$ cat src/core/fps_defs.vh
// Constants for the programmer-mode status and command block.
// Assumes a single 40 MHz clock; included by bare name from core files.
`ifndef FPS_DEFS_VH
`define FPS_DEFS_VH

// Clock rate and lockout times
`define FPS_CLK_KHZ        40000
`define FPS_T_OSC_MS       10
`define FPS_T_SETUP_MS     10
`define FPS_T_STRD_US      20
`define FPS_CLK_MHZ        40

// Command codes written by the programmer on the data bus
`define FPS_CMD_READ       8'h00
`define FPS_CMD_PROG       8'h40
`define FPS_CMD_ERASE      8'h20
`define FPS_CMD_ERASE_CFM  8'h20
`define FPS_CMD_STATUS     8'h71

// Status return byte fields
`define FPS_ST_ABNORMAL    7
`define FPS_ST_CMD_ERR     6
`define FPS_ST_PROG_ERR    5
`define FPS_ST_ERASE_ERR   4
`define FPS_ST_COUNT_ERR   1
`define FPS_ST_ADDR_ERR    0
`define FPS_ST_RESET       8'h00
`define FPS_ST_DEF_MASK    8'hf3

// Polling byte values, bits 7 and 6
`define FPS_POLL_RUN       2'b00
`define FPS_POLL_FAIL      2'b10
`define FPS_POLL_ADDR      2'b01
`define FPS_POLL_OK        2'b11
`define FPS_POLL_PAD       6'h00

// Auto-program page geometry
`define FPS_PAGE_BITS      7
`define FPS_PAGE_LAST      7'h7f
`define FPS_PAGE_ZERO      7'h00

// Idle data output
`define FPS_DATA_IDLE      8'h00

`endif

$ cat src/core/fps_status.v
// Programmer-mode command acceptance, polling and status return logic.
// Assumes programmer pins are already synchronous to sys_clk and that an
// internal flash engine performs the actual program and erase cycles.
//
// Function
// - Status read mode reports abnormal end kind
// - Status code kept until non-status command write
// - Status byte bits 7,6,5,4,1,0, reset zero
// - Status bits 3 and 2 undefined
// - Bit 7 polls operation in progress
// - Bit 6 polls normal versus abnormal end
// - Polling 00 running, 10/01 abnormal, 11 normal
// - Commands ignored during both 10 ms lockouts
// - Enter memory read after setup time
// - Write-enable status reads 1 when programming; here it copies program_enable_flag one cycle later
// - Polling bits held until next command write
// - Misaligned program address writes, flags error
`timescale 1ns/10ps
`default_nettype none
`include "fps_defs.vh"

module fps_status #(
    parameter ADDR_W       = 18,
    parameter TMR_W        = 20,
    parameter OSC_CYCLES   = `FPS_T_OSC_MS * `FPS_CLK_KHZ,
    parameter SETUP_CYCLES = `FPS_T_SETUP_MS * `FPS_CLK_KHZ
) (
    // Clock and reset
    input  wire              sys_clk,
    input  wire              rst_n,
    // Programmer pins
    input  wire              ce_n,
    input  wire              oe_n,
    input  wire              we_n,
    input  wire [ADDR_W-1:0] addr,
    input  wire [7:0]        data_in,
    output reg  [7:0]        data_out,
    output reg               data_oe_n,
    // Memory read path
    output reg  [ADDR_W-1:0] mem_addr,
    input  wire [7:0]        mem_rdata,
    // Page buffer load toward the flash engine
    output reg               load_wr,
    output reg  [6:0]        load_idx,
    output reg  [7:0]        load_data,
    output reg  [ADDR_W-1:0] load_base,
    // Flash engine control
    output reg               prog_start,
    output reg               erase_start,
    input  wire              eng_done,
    input  wire              eng_fail,
    input  wire              eng_count_over,
    // Protection pin and its readback bit
    input  wire              program_enable_flag,
    output reg               fmc1_write_enable,
    // Mode indication
    output wire              cmd_ready
);

    // Operating states
    localparam [2:0] ST_OSC   = 3'd0;
    localparam [2:0] ST_SETUP = 3'd1;
    localparam [2:0] ST_READ  = 3'd2;
    localparam [2:0] ST_PLOAD = 3'd3;
    localparam [2:0] ST_BUSY  = 3'd4;
    localparam [2:0] ST_POLL  = 3'd5;
    localparam [2:0] ST_STAT  = 3'd6;
    localparam [2:0] ST_ECFM  = 3'd7;

    reg [2:0]        state_q;
    reg [2:0]        state_d;
    reg [7:0]        status_q;
    reg [7:0]        status_d;
    reg [1:0]        poll_q;
    reg [1:0]        poll_d;
    reg [6:0]        idx_q;
    reg [6:0]        idx_d;
    reg              erase_op_q;
    reg              erase_op_d;
    reg              addr_err_q;
    reg              addr_err_d;
    reg              we_n_q;
    reg [7:0]        data_d;
    reg              oe_n_d;

    wire             osc_done;
    wire             setup_done;
    wire             wr_evt;
    wire             drive_ok;

    // Oscillation stabilisation, runs from reset release
    fps_timer #(
        .WIDTH (TMR_W),
        .COUNT (OSC_CYCLES)
    ) u_osc_tmr (
        .sys_clk (sys_clk),
        .rst_n   (rst_n),
        .en      (1'b1),
        .done_q  (osc_done)
    );

    // Programmer mode setup, starts once the oscillator has settled
    fps_timer #(
        .WIDTH (TMR_W),
        .COUNT (SETUP_CYCLES)
    ) u_setup_tmr (
        .sys_clk (sys_clk),
        .rst_n   (rst_n),
        .en      (osc_done),
        .done_q  (setup_done)
    );

    // Write strobe: rising edge of write-enable with chip selected
    always @(posedge sys_clk) begin
        if (!rst_n) begin
            we_n_q <= 1'b1;
        end else begin
            we_n_q <= we_n;
        end
    end

    assign wr_evt    = !we_n_q && we_n && !ce_n;
    assign cmd_ready = (state_q == ST_READ) || (state_q == ST_POLL) ||
                       (state_q == ST_STAT);

    // Next-state, status and polling decisions
    always @* begin
        state_d     = state_q;
        status_d    = status_q;
        poll_d      = poll_q;
        idx_d       = idx_q;
        erase_op_d  = erase_op_q;
        addr_err_d  = addr_err_q;
        case (state_q)
            ST_OSC: begin
                // Writes in lockout are dropped without a trace
                if (osc_done) begin
                    state_d = ST_SETUP;
                end
            end
            ST_SETUP: begin
                if (setup_done) begin
                    state_d = ST_READ;
                end
            end
            ST_READ, ST_POLL, ST_STAT: begin
                if (wr_evt) begin
                    // Any command other than status read drops the old code
                    if (data_in != `FPS_CMD_STATUS) begin
                        status_d = `FPS_ST_RESET;
                    end
                    case (data_in)
                        `FPS_CMD_READ: begin
                            state_d = ST_READ;
                        end
                        `FPS_CMD_PROG: begin
                            state_d    = ST_PLOAD;
                            idx_d      = `FPS_PAGE_ZERO;
                            erase_op_d = 1'b0;
                            addr_err_d = 1'b0;
                        end
                        `FPS_CMD_ERASE: begin
                            state_d    = ST_ECFM;
                            erase_op_d = 1'b1;
                            addr_err_d = 1'b0;
                        end
                        `FPS_CMD_STATUS: begin
                            state_d = ST_STAT;
                        end
                        default: begin
                            // Unknown command is reported, not executed
                            state_d = ST_READ;
                            status_d[`FPS_ST_ABNORMAL] = 1'b1;
                            status_d[`FPS_ST_CMD_ERR]  = 1'b1;
                        end
                    endcase
                end
            end
            ST_ECFM: begin
                // Erase needs its second command cycle before it starts
                if (wr_evt) begin
                    if (data_in == `FPS_CMD_ERASE_CFM) begin
                        state_d = ST_BUSY;
                        poll_d  = `FPS_POLL_RUN;
                    end else begin
                        state_d = ST_READ;
                        status_d[`FPS_ST_ABNORMAL] = 1'b1;
                        status_d[`FPS_ST_CMD_ERR]  = 1'b1;
                    end
                end
            end
            ST_PLOAD: begin
                if (wr_evt) begin
                    // Misaligned page start still loads, but is flagged
                    if (idx_q == `FPS_PAGE_ZERO &&
                        addr[`FPS_PAGE_BITS-1:0] != `FPS_PAGE_ZERO) begin
                        addr_err_d = 1'b1;
                        status_d[`FPS_ST_ABNORMAL] = 1'b1;
                        status_d[`FPS_ST_ADDR_ERR] = 1'b1;
                    end
                    idx_d = idx_q + 7'h01;
                    if (idx_q == `FPS_PAGE_LAST) begin
                        state_d = ST_BUSY;
                        poll_d  = `FPS_POLL_RUN;
                    end
                end
            end
            ST_BUSY: begin
                // Command writes during the operation are not accepted
                if (eng_done) begin
                    state_d = ST_POLL;
                    if (eng_fail) begin
                        poll_d = `FPS_POLL_FAIL;
                        status_d[`FPS_ST_ABNORMAL] = 1'b1;
                        if (erase_op_q) begin
                            status_d[`FPS_ST_ERASE_ERR] = 1'b1;
                        end else begin
                            status_d[`FPS_ST_PROG_ERR] = 1'b1;
                        end
                        if (eng_count_over) begin
                            status_d[`FPS_ST_COUNT_ERR] = 1'b1;
                        end
                    end else if (addr_err_q) begin
                        poll_d = `FPS_POLL_ADDR;
                    end else begin
                        poll_d = `FPS_POLL_OK;
                    end
                end
            end
            default: begin
                state_d = ST_OSC;
            end
        endcase
    end

    // Core state registers
    always @(posedge sys_clk) begin
        if (!rst_n) begin
            state_q    <= ST_OSC;
            status_q   <= `FPS_ST_RESET;
            poll_q     <= `FPS_POLL_RUN;
            idx_q      <= `FPS_PAGE_ZERO;
            erase_op_q <= 1'b0;
            addr_err_q <= 1'b0;
        end else begin
            state_q    <= state_d;
            status_q   <= status_d;
            poll_q     <= poll_d;
            idx_q      <= idx_d;
            erase_op_q <= erase_op_d;
            addr_err_q <= addr_err_d;
        end
    end

    // Page load and engine start pulses
    always @(posedge sys_clk) begin
        if (!rst_n) begin
            load_wr     <= 1'b0;
            load_idx    <= `FPS_PAGE_ZERO;
            load_data   <= `FPS_DATA_IDLE;
            load_base   <= {ADDR_W{1'b0}};
            prog_start  <= 1'b0;
            erase_start <= 1'b0;
        end else begin
            load_wr     <= (state_q == ST_PLOAD) && wr_evt;
            prog_start  <= (state_q == ST_PLOAD) && wr_evt &&
                           (idx_q == `FPS_PAGE_LAST);
            erase_start <= (state_q == ST_ECFM) && wr_evt &&
                           (data_in == `FPS_CMD_ERASE_CFM);
            if ((state_q == ST_PLOAD) && wr_evt) begin
                load_idx  <= idx_q;
                load_data <= data_in;
                if (idx_q == `FPS_PAGE_ZERO) begin
                    // The whole page goes to the captured base address
                    load_base <= addr;
                end
            end
        end
    end

    // Read data selection by mode; undefined bits read as zero
    always @* begin
        case (state_q)
            ST_READ: begin
                data_d = mem_rdata;
            end
            ST_BUSY: begin
                data_d = {`FPS_POLL_RUN, `FPS_POLL_PAD};
            end
            ST_POLL: begin
                data_d = {poll_q, `FPS_POLL_PAD};
            end
            ST_STAT: begin
                data_d = status_q & `FPS_ST_DEF_MASK;
            end
            default: begin
                data_d = `FPS_DATA_IDLE;
            end
        endcase
    end

    // The bus is only driven in a mode that has something to show
    assign drive_ok = (state_q == ST_READ) || (state_q == ST_BUSY) ||
                      (state_q == ST_POLL) || (state_q == ST_STAT);

    always @* begin
        oe_n_d = !(!ce_n && !oe_n && drive_ok);
    end

    // Output registers; one cycle of pin latency, two from address to array read data
    always @(posedge sys_clk) begin
        if (!rst_n) begin
            data_out          <= `FPS_DATA_IDLE;
            data_oe_n         <= 1'b1;
            mem_addr          <= {ADDR_W{1'b0}};
            fmc1_write_enable <= 1'b0;
        end else begin
            data_out          <= data_d;
            data_oe_n         <= oe_n_d;
            mem_addr          <= addr;
            fmc1_write_enable <= program_enable_flag;
        end
    end

endmodule

`default_nettype wire

$ cat src/core/fps_timer.v
// Lockout timer: counts enabled cycles and raises done at a set count.
// Assumes a synchronous active-low reset on the shared system clock.
`timescale 1ns/10ps
`default_nettype none

module fps_timer #(
    parameter WIDTH = 20,
    parameter COUNT = 400000
) (
    // Clock and reset
    input  wire             sys_clk,
    input  wire             rst_n,
    // Control
    input  wire             en,
    output reg              done_q
);

    localparam [WIDTH-1:0] LAST = COUNT - 1;

    reg [WIDTH-1:0] cnt_q;

    // Count while enabled, then hold done until reset
    always @(posedge sys_clk) begin
        if (!rst_n) begin
            cnt_q  <= {WIDTH{1'b0}};
            done_q <= 1'b0;
        end else if (en && !done_q) begin
            if (cnt_q == LAST) begin
                done_q <= 1'b1;
            end else begin
                cnt_q <= cnt_q + {{(WIDTH-1){1'b0}}, 1'b1};
            end
        end
    end

endmodule

`default_nettype wire

$ cat config.mk
export PLATFORM = sky130hd
export DESIGN_NAME = fps_status
export DESIGN_NICKNAME = d
export VERILOG_FILES = /design/src/core/fps_status.v /design/src/core/fps_timer.v
export VERILOG_INCLUDE_DIRS = /design/src /design/src/core
export SDC_FILE = /design/constraint.sdc
export NUM_CORES = 1
export LEC_CHECK = 0
export BUFFER_PORTS_ARGS = -buffer_cell sky130_fd_sc_hd__buf_2
export CAP_MARGIN = 25
export CELL_PAD_IN_SITES_DETAIL_PLACEMENT = 0
export CELL_PAD_IN_SITES_GLOBAL_PLACEMENT = 1
export CORE_MARGIN = 1
export CORE_UTILIZATION = 38
export CTS_CLUSTER_DIAMETER = 100
export DETAILED_ROUTE_END_ITERATION = 12
export GPL_ROUTABILITY_DRIVEN = 0
export PLACE_DENSITY = 0.76
export SLEW_MARGIN = 20
export SYNTH_ARGS = -nofsm -noshare
export SYNTH_HDL_FRONTEND = slang
export SYNTH_HIERARCHICAL = 1
export SYNTH_SLANG_ARGS = --single-unit
$ cat constraint.sdc
create_clock -name sys_clk -period 2.05 [get_ports sys_clk]
set_clock_uncertainty 0.15 [all_clocks]
set_input_delay 0.1025 -clock sys_clk [delete_from_list [all_inputs] [get_ports sys_clk]]
set_output_delay 0.1025 -clock sys_clk [all_outputs]
set_load 0.005 [all_outputs]
---- Yosys cells after proc, flatten, opt, wreduce, memory -nomap -nowiden ----
Cells that the tools add are included.
storage, ports and cells
  register bits after elaboration ......... 127
  input port bits ......................... 43
  output and inout bits ................... 65
  logic and storage cells ................. 162
operators by class
  $add $sub $neg .......................... 3
  equality and inequality tests ........... 32
  multiplexer cells ....................... 50
  bitwise gates (word level) .............. 3
  reductions and logical operators ........ 48
operators with widths
  cell                     number
  $add A20 B1 Y20 const B  2
  $eq A20 B19 Y1 const B   2
  $ne A2 B2 Y1 const B     14
  $mux W2                  12
  $mux W3                  8
  $pmux W8 S3              1
  $reduce_and A6 Y1        4
  $mux W7                  3
  $pmux W3 S6              1
  $eq A8 B7 Y1 const B     2
  $mux W8                  2
  $reduce_and A5 Y1        3
  $pmux W7 S2              1
  $mux W1                  13
  $eq A3 B3 Y1 const B     4
  $logic_and A1 B1 Y1      10
  $pmux W1 S2              5
  $pmux W3 S3              1
  $reduce_and A9 Y1        1
  $eq A8 B6 Y1 const B     1
  $logic_not A8 Y1         1
  $ne A8 B7 Y1 const B     1
  $reduce_and A2 Y1        4
  $reduce_bool A2 Y1       4
  other kinds (23)         36

---- Depth between registers and ports, before layout ----
  word-level depth ........................ 6
  mapped depth ............................ 8

---- Modules after synthesis ----
The synthesis kept the hierarchy.
modules (own cells, without submodules)
  module      times used  cells each  area each (um^2)  sequential area each (um^2)
  fps_status  1           378         3519.6            1701.6
  fps_timer   2           124         1119.8            420.4

---- Worst setup path after synthesis ----
OpenSTA, ideal clock, no wires.
  kind .................................... flip-flop to flip-flop
  from .................................... register idx_q[0]
  to ...................................... register load_base[10]
  library setup time ...................... 128 ps
  arrival time ............................ 1887 ps
  required time ........................... 1772 ps
  path slack .............................. -115 ps
  stages on the path, launching flop included .. 9
  cell sequence ........................... dfxtp_1 > inv_1 > ha_1 > or4b_1 > nor3_1 > nand2_1 > buf_2 > mux2i_1 > nor2_1
on the way
  cells in the longest elaborated chain, start to end .. 2
ends and longest elaborated chain
  item                         RTL line          RTL
  start: declaration           fps_status.v:76   reg [6:0] idx_q;
  start signal: assignment     fps_status.v:242  idx_q <= `FPS_PAGE_ZERO;
  start signal: assignment     fps_status.v:249  idx_q <= idx_d;
  $logic_not A7 Y1 (no line)   -
  $reduce_and A2 Y1 (no line)  -
  end signal: assignment       fps_status.v:261  load_base <= {ADDR_W{1'b0}};
  end signal: assignment       fps_status.v:275  load_base <= addr;
  end: declaration             fps_status.v:46   output reg [ADDR_W-1:0] load_base,
Every way passes these cells.
A chain may end at the register's enable or synchronous reset.

---- Worst setup path after layout ----
  from .................................... register idx_q[0]
  to ...................................... register load_base[15]
Same word-level chain as after synthesis.

==> flow_summary.rst <==
.. list-table::
   :header-rows: 1

   * - Metric
     - Value
   * - Iteration-0 DRC count of the detailed router
     - approximately 300
   * - Cell accounting for the most synthesized area
     - sky130_fd_sc_hd__dfxtp_1
   * - Total iterations of the first detailed-routing run
     - 4
   * - Port Buffer Count
     - roughly 110
   * - Post-synthesis instance area
     - 0.00576 mm²
   * - Count of antenna-violating nets left after detailed routing
     - 0
   * - Most instantiated library cell after synthesis
     - sky130_fd_sc_hd__dfxtp_1
   * - Number of antenna violations at the first check in global routing
     - 0
   * - Grt ovf
     - 0
   * - Combined global-route utilization of all metal layers
     - roughly a fifth
   * - Number of clock sinks
     - about 130
   * - Number of warning messages in the yosys log
     - 6
   * - Overall die area
     - 0.0157 mm²
   * - Final worst path period need
     - just over 2 ns
   * - Proportion of synthesized flip-flops having asynchronous set or reset
     - 0%
   * - Slew HR
     - roughly 64%
   * - Via count of the first global-routing pass
     - 5191
   * - Power density over the cells
     - 747 mW/mm²
   * - MaxCap Viol Count
     - 0
   * - Final routed DRC violation total
     - 0
   * - Critical path class
     - flip-flop to flip-flop
   * - Final Hold Fails
     - 0
   * - Maximum vdd drop
     - ~0.00053 V
   * - Nature of the critical path endpoint
     - flip-flop
   * - Cell chain of the critical path
     - inv_2 > ha_4 > or4b_4 > nor3_4 > buf_6 > nand2_4 > buf_12 > mux2i_1 > nor2_1
   * - Clock tree from TritonCTS
     - built
   * - Starting Density
     - around two fifths
   * - Commonest cells in the synthesized netlist
     - 127 x sky130_fd_sc_hd__dfxtp_1, 72 x sky130_fd_sc_hd__nand2_1, 56 x sky130_fd_sc_hd__nor2_1
   * - Yosys reg bits
     - 127
   * - Setup violators final
     - 0
   * - Max clock buf depth
     - 2
   * - Endpoint arrival time on the critical path
     - around 2.2 ns
   * - Clock insertion delay at the later pin of the skew report
     - approximately 0.42 ns
   * - Placed wire-length estimate after detailed placement
     - around 11 mm
   * - Synthesis-to-finish area growth
     - 37.9%
   * - Average instance area after synthesis
     - 9.20 µm²
   * - Width of the chip
     - around 130 µm
   * - Sequential share of the synthesized area
     - between 40 and 50%
   * - Number of antenna repair diodes
     - 0
   * - Run status
     - finished clean
   * - Most used flip-flop cell after synthesis
     - sky130_fd_sc_hd__dfxtp_1
   * - RSZ-0062 raised after global routing
     - true
   * - Fmax achieved
     - 497 MHz
   * - Wire length of the first global-routing pass
     - around 25 mm
   * - Area contributors post-synth
     - sky130_fd_sc_hd__dfxtp_1 44%, sky130_fd_sc_hd__mux2i_1 6.4%, sky130_fd_sc_hd__nand2_1 4.7%, sky130_fd_sc_hd__nor2_1 3.6%, sky130_fd_sc_hd__a21oi_1 2.8%
   * - Finished Cell Area
     - between 0.007 and 0.008 mm²
   * - Final critical-path share of the clock period
     - a little over nine tenths
   * - Pin count of the biggest net entering global routing
     - 29
   * - Final net count
     - about 900
   * - Path category of the worst min-delay check
     - input pin to flip-flop
   * - Layout cells sized above 1
     - a little under a third
   * - Core Footprint
     - between 0.01 and 0.015 mm²
   * - Clock-pin transition on the worst setup and hold timing paths
     - ~0.06 ns
   * - Row count
     - 44
   * - Non-filler instance count after layout
     - slightly above 1000
   * - Overall via count from detail_route
     - 5393
   * - Average wire per standard cell
     - 15.1 µm
   * - Number of top-level design ports
     - roughly 110
   * - CTS H-Tree Depth
     - 4
   * - CP max stage delay
     - around 0.46 ns
   * - Placed instance count
     - around 950
   * - Kind of start point of the critical path
     - flip-flop
   * - Final core utilization
     - a little over half
   * - Sum of negative setup slack
     - 0 ns
   * - Count of unique library cells instantiated by Yosys
     - 77
   * - Inserted Clock Buffers
     - 17
   * - Pleak
     - 3.36 nW
   * - Area share of the largest cell type after synthesis
     - between 40 and 50%
   * - Required time at the worst-slack endpoint
     - between 2 and 2.5 ns
   * - Root buffer cell
     - sky130_fd_sc_hd__clkbuf_16
   * - Transition time at the pin with the least slew margin
     - ~0.55 ns
   * - Area post-placement
     - about 0.0068 mm²
   * - Wire length reported by the detailed router
     - roughly 15 mm
   * - Top fanout value on the critical path
     - 18
   * - Vias per std cell
     - 5.24
   * - Count of pins over their slew limit
     - 0
   * - Syn Inst Count
     - 626
   * - Cell at the slowest stage of the critical path
     - sky130_fd_sc_hd__or4b_4
   * - Post-synth EDFFs
     - 0
   * - Vert. Die Dim
     - about 130 µm
==> layout make-up <==
type | count | area (µm²)
fill | 1315 | 6700
timing repair buffer | 213 | 1460
multi-input combinational | 456 | 3030
sequential | 127 | 2550
clock inverter | 10 | 161
inverter | 17 | 63.8
tap | 184 | 230
clock buffer | 22 | 454
==> critical path: cells and delay by family (launching register included) <==
kind | cells | cell delay (ns)
and+or+nand+nor | 4 | 0.80
buffers and inverters | 3 | 0.36
DFF | 1 | 0.32
muxes | 1 | 0.16
adders and majority gates | 1 | 0.11
==> worst paths after layout <==
path / startpoint / endpoint / slack (ns) / cells after the start
min reg2reg: load_data[0] / load_data[0] / 0.31 / 2
min: rst_n / u_setup_tmr/cnt_q[4] / 0.03 / 3
max: idx_q[0] / load_base[15] / 0.04 / 9
max reg2reg: idx_q[0] / load_base[15] / 0.04 / 9
==> report_power, final <==
group          switching, mW  leakage [nW]  internal, mW
Combinational          0.135          2.04         0.146
Clock                   1.09         0.290          2.06
Sequential           0.00927          1.03          2.49
Total                   1.23          3.36          4.70
==> layer usage <==
layer	routed length [µm]	up-vias	global-route usage, %	part of all wire (%)
met2	7930	99	35.8	51
met3	444	31	4.41	2.9
met4	386	0	9.11	2.5
li1	-	2673	-	-
met5	0	-	0	0
met1	6730	2590	22.5	43
==> placed cells by master (no fill, tap or decap), types with 5 or more instances in the layout <==
cell type                       instances
sky130_fd_sc_hd__o31ai_1               10
sky130_fd_sc_hd__or3_1                  8
sky130_fd_sc_hd__clkbuf_16             17
sky130_fd_sc_hd__nand4_1               13
sky130_fd_sc_hd__nor3_1                10
sky130_fd_sc_hd__nand2_1               70
sky130_fd_sc_hd__and2_1                19
sky130_fd_sc_hd__dlygate4sd3_1         39
sky130_fd_sc_hd__nand3_1               18
sky130_fd_sc_hd__nand2b_1              16
sky130_fd_sc_hd__a21boi_0              13
sky130_fd_sc_hd__nor2_1                56
sky130_fd_sc_hd__a211oi_1               5
sky130_fd_sc_hd__inv_1                 15
sky130_fd_sc_hd__mux2i_1               37
sky130_fd_sc_hd__or4_2                  6
sky130_fd_sc_hd__a21oi_2                6
sky130_fd_sc_hd__and4_1                 5
sky130_fd_sc_hd__and3_1                 7
sky130_fd_sc_hd__a21oi_1               30
sky130_fd_sc_hd__xor2_1                 5
sky130_fd_sc_hd__buf_4                 64
sky130_fd_sc_hd__o21ai_0               15
sky130_fd_sc_hd__buf_2                106
sky130_fd_sc_hd__dfxtp_1              123
==> cell families (layout without fill, tap and decap cells) <==
| kind of cell | Yosys count | in the layout | share of synthesized area, % |
|---|---|---|---|
| AO/OA/AOI/OAI | 124 | 124 | 15.6 |
| XOR/XNOR | 5 | 5 | 0.760 |
| adder cells (fa/ha/maj) | 4 | 4 | 0.869 |
| buffers and inverters | 46 | 262 | 4.93 |
| flip-flops | 127 | 127 | 44.1 |
| multiplexers | 37 | 37 | 6.43 |
| other | 1 | 4 | 0.0651 |
| AND/OR/NAND/NOR | 282 | 282 | 27.2 |
==> what timing repair did <==
action                                  CTS  global route
resized for setup                         0            21
endpoints found under the setup margin    4            39
buffers inserted                          2             3
hold buffers                             39             1
pin swaps                                 2             7
endpoints found under the hold margin    60             1
==> registers in the layout, indices dropped and copies added, names as in the netlist <==
name and count:
addr_err_q 1, data_oe_n 1, data_out 8, erase_op_q 1, erase_start 1, fmc1_write_enable 1
idx_q 7, load_base 18, load_data 8, load_idx 7, load_wr 1, mem_addr 18
poll_q 2, prog_start 1, state_q 3, status_q 6, u_osc_tmr/cnt_q 20, u_osc_tmr/done_q 1
u_setup_tmr/cnt_q 20, u_setup_tmr/done_q 1, we_n_q 1
==> stage by stage <==
step                      power [mW]  hold slack, ns  worst slack (ns)
after floorplan                 2.66          0.0516           0.00276
after global placement          2.77           0.150            0.0205
after detailed placement        2.77           0.155           -0.0242
after CTS                       5.98         0.00719            0.0123
after global routing            6.14          0.0423           -0.0519
final                           5.93          0.0252            0.0399
(Power assumes the default switching activity.)
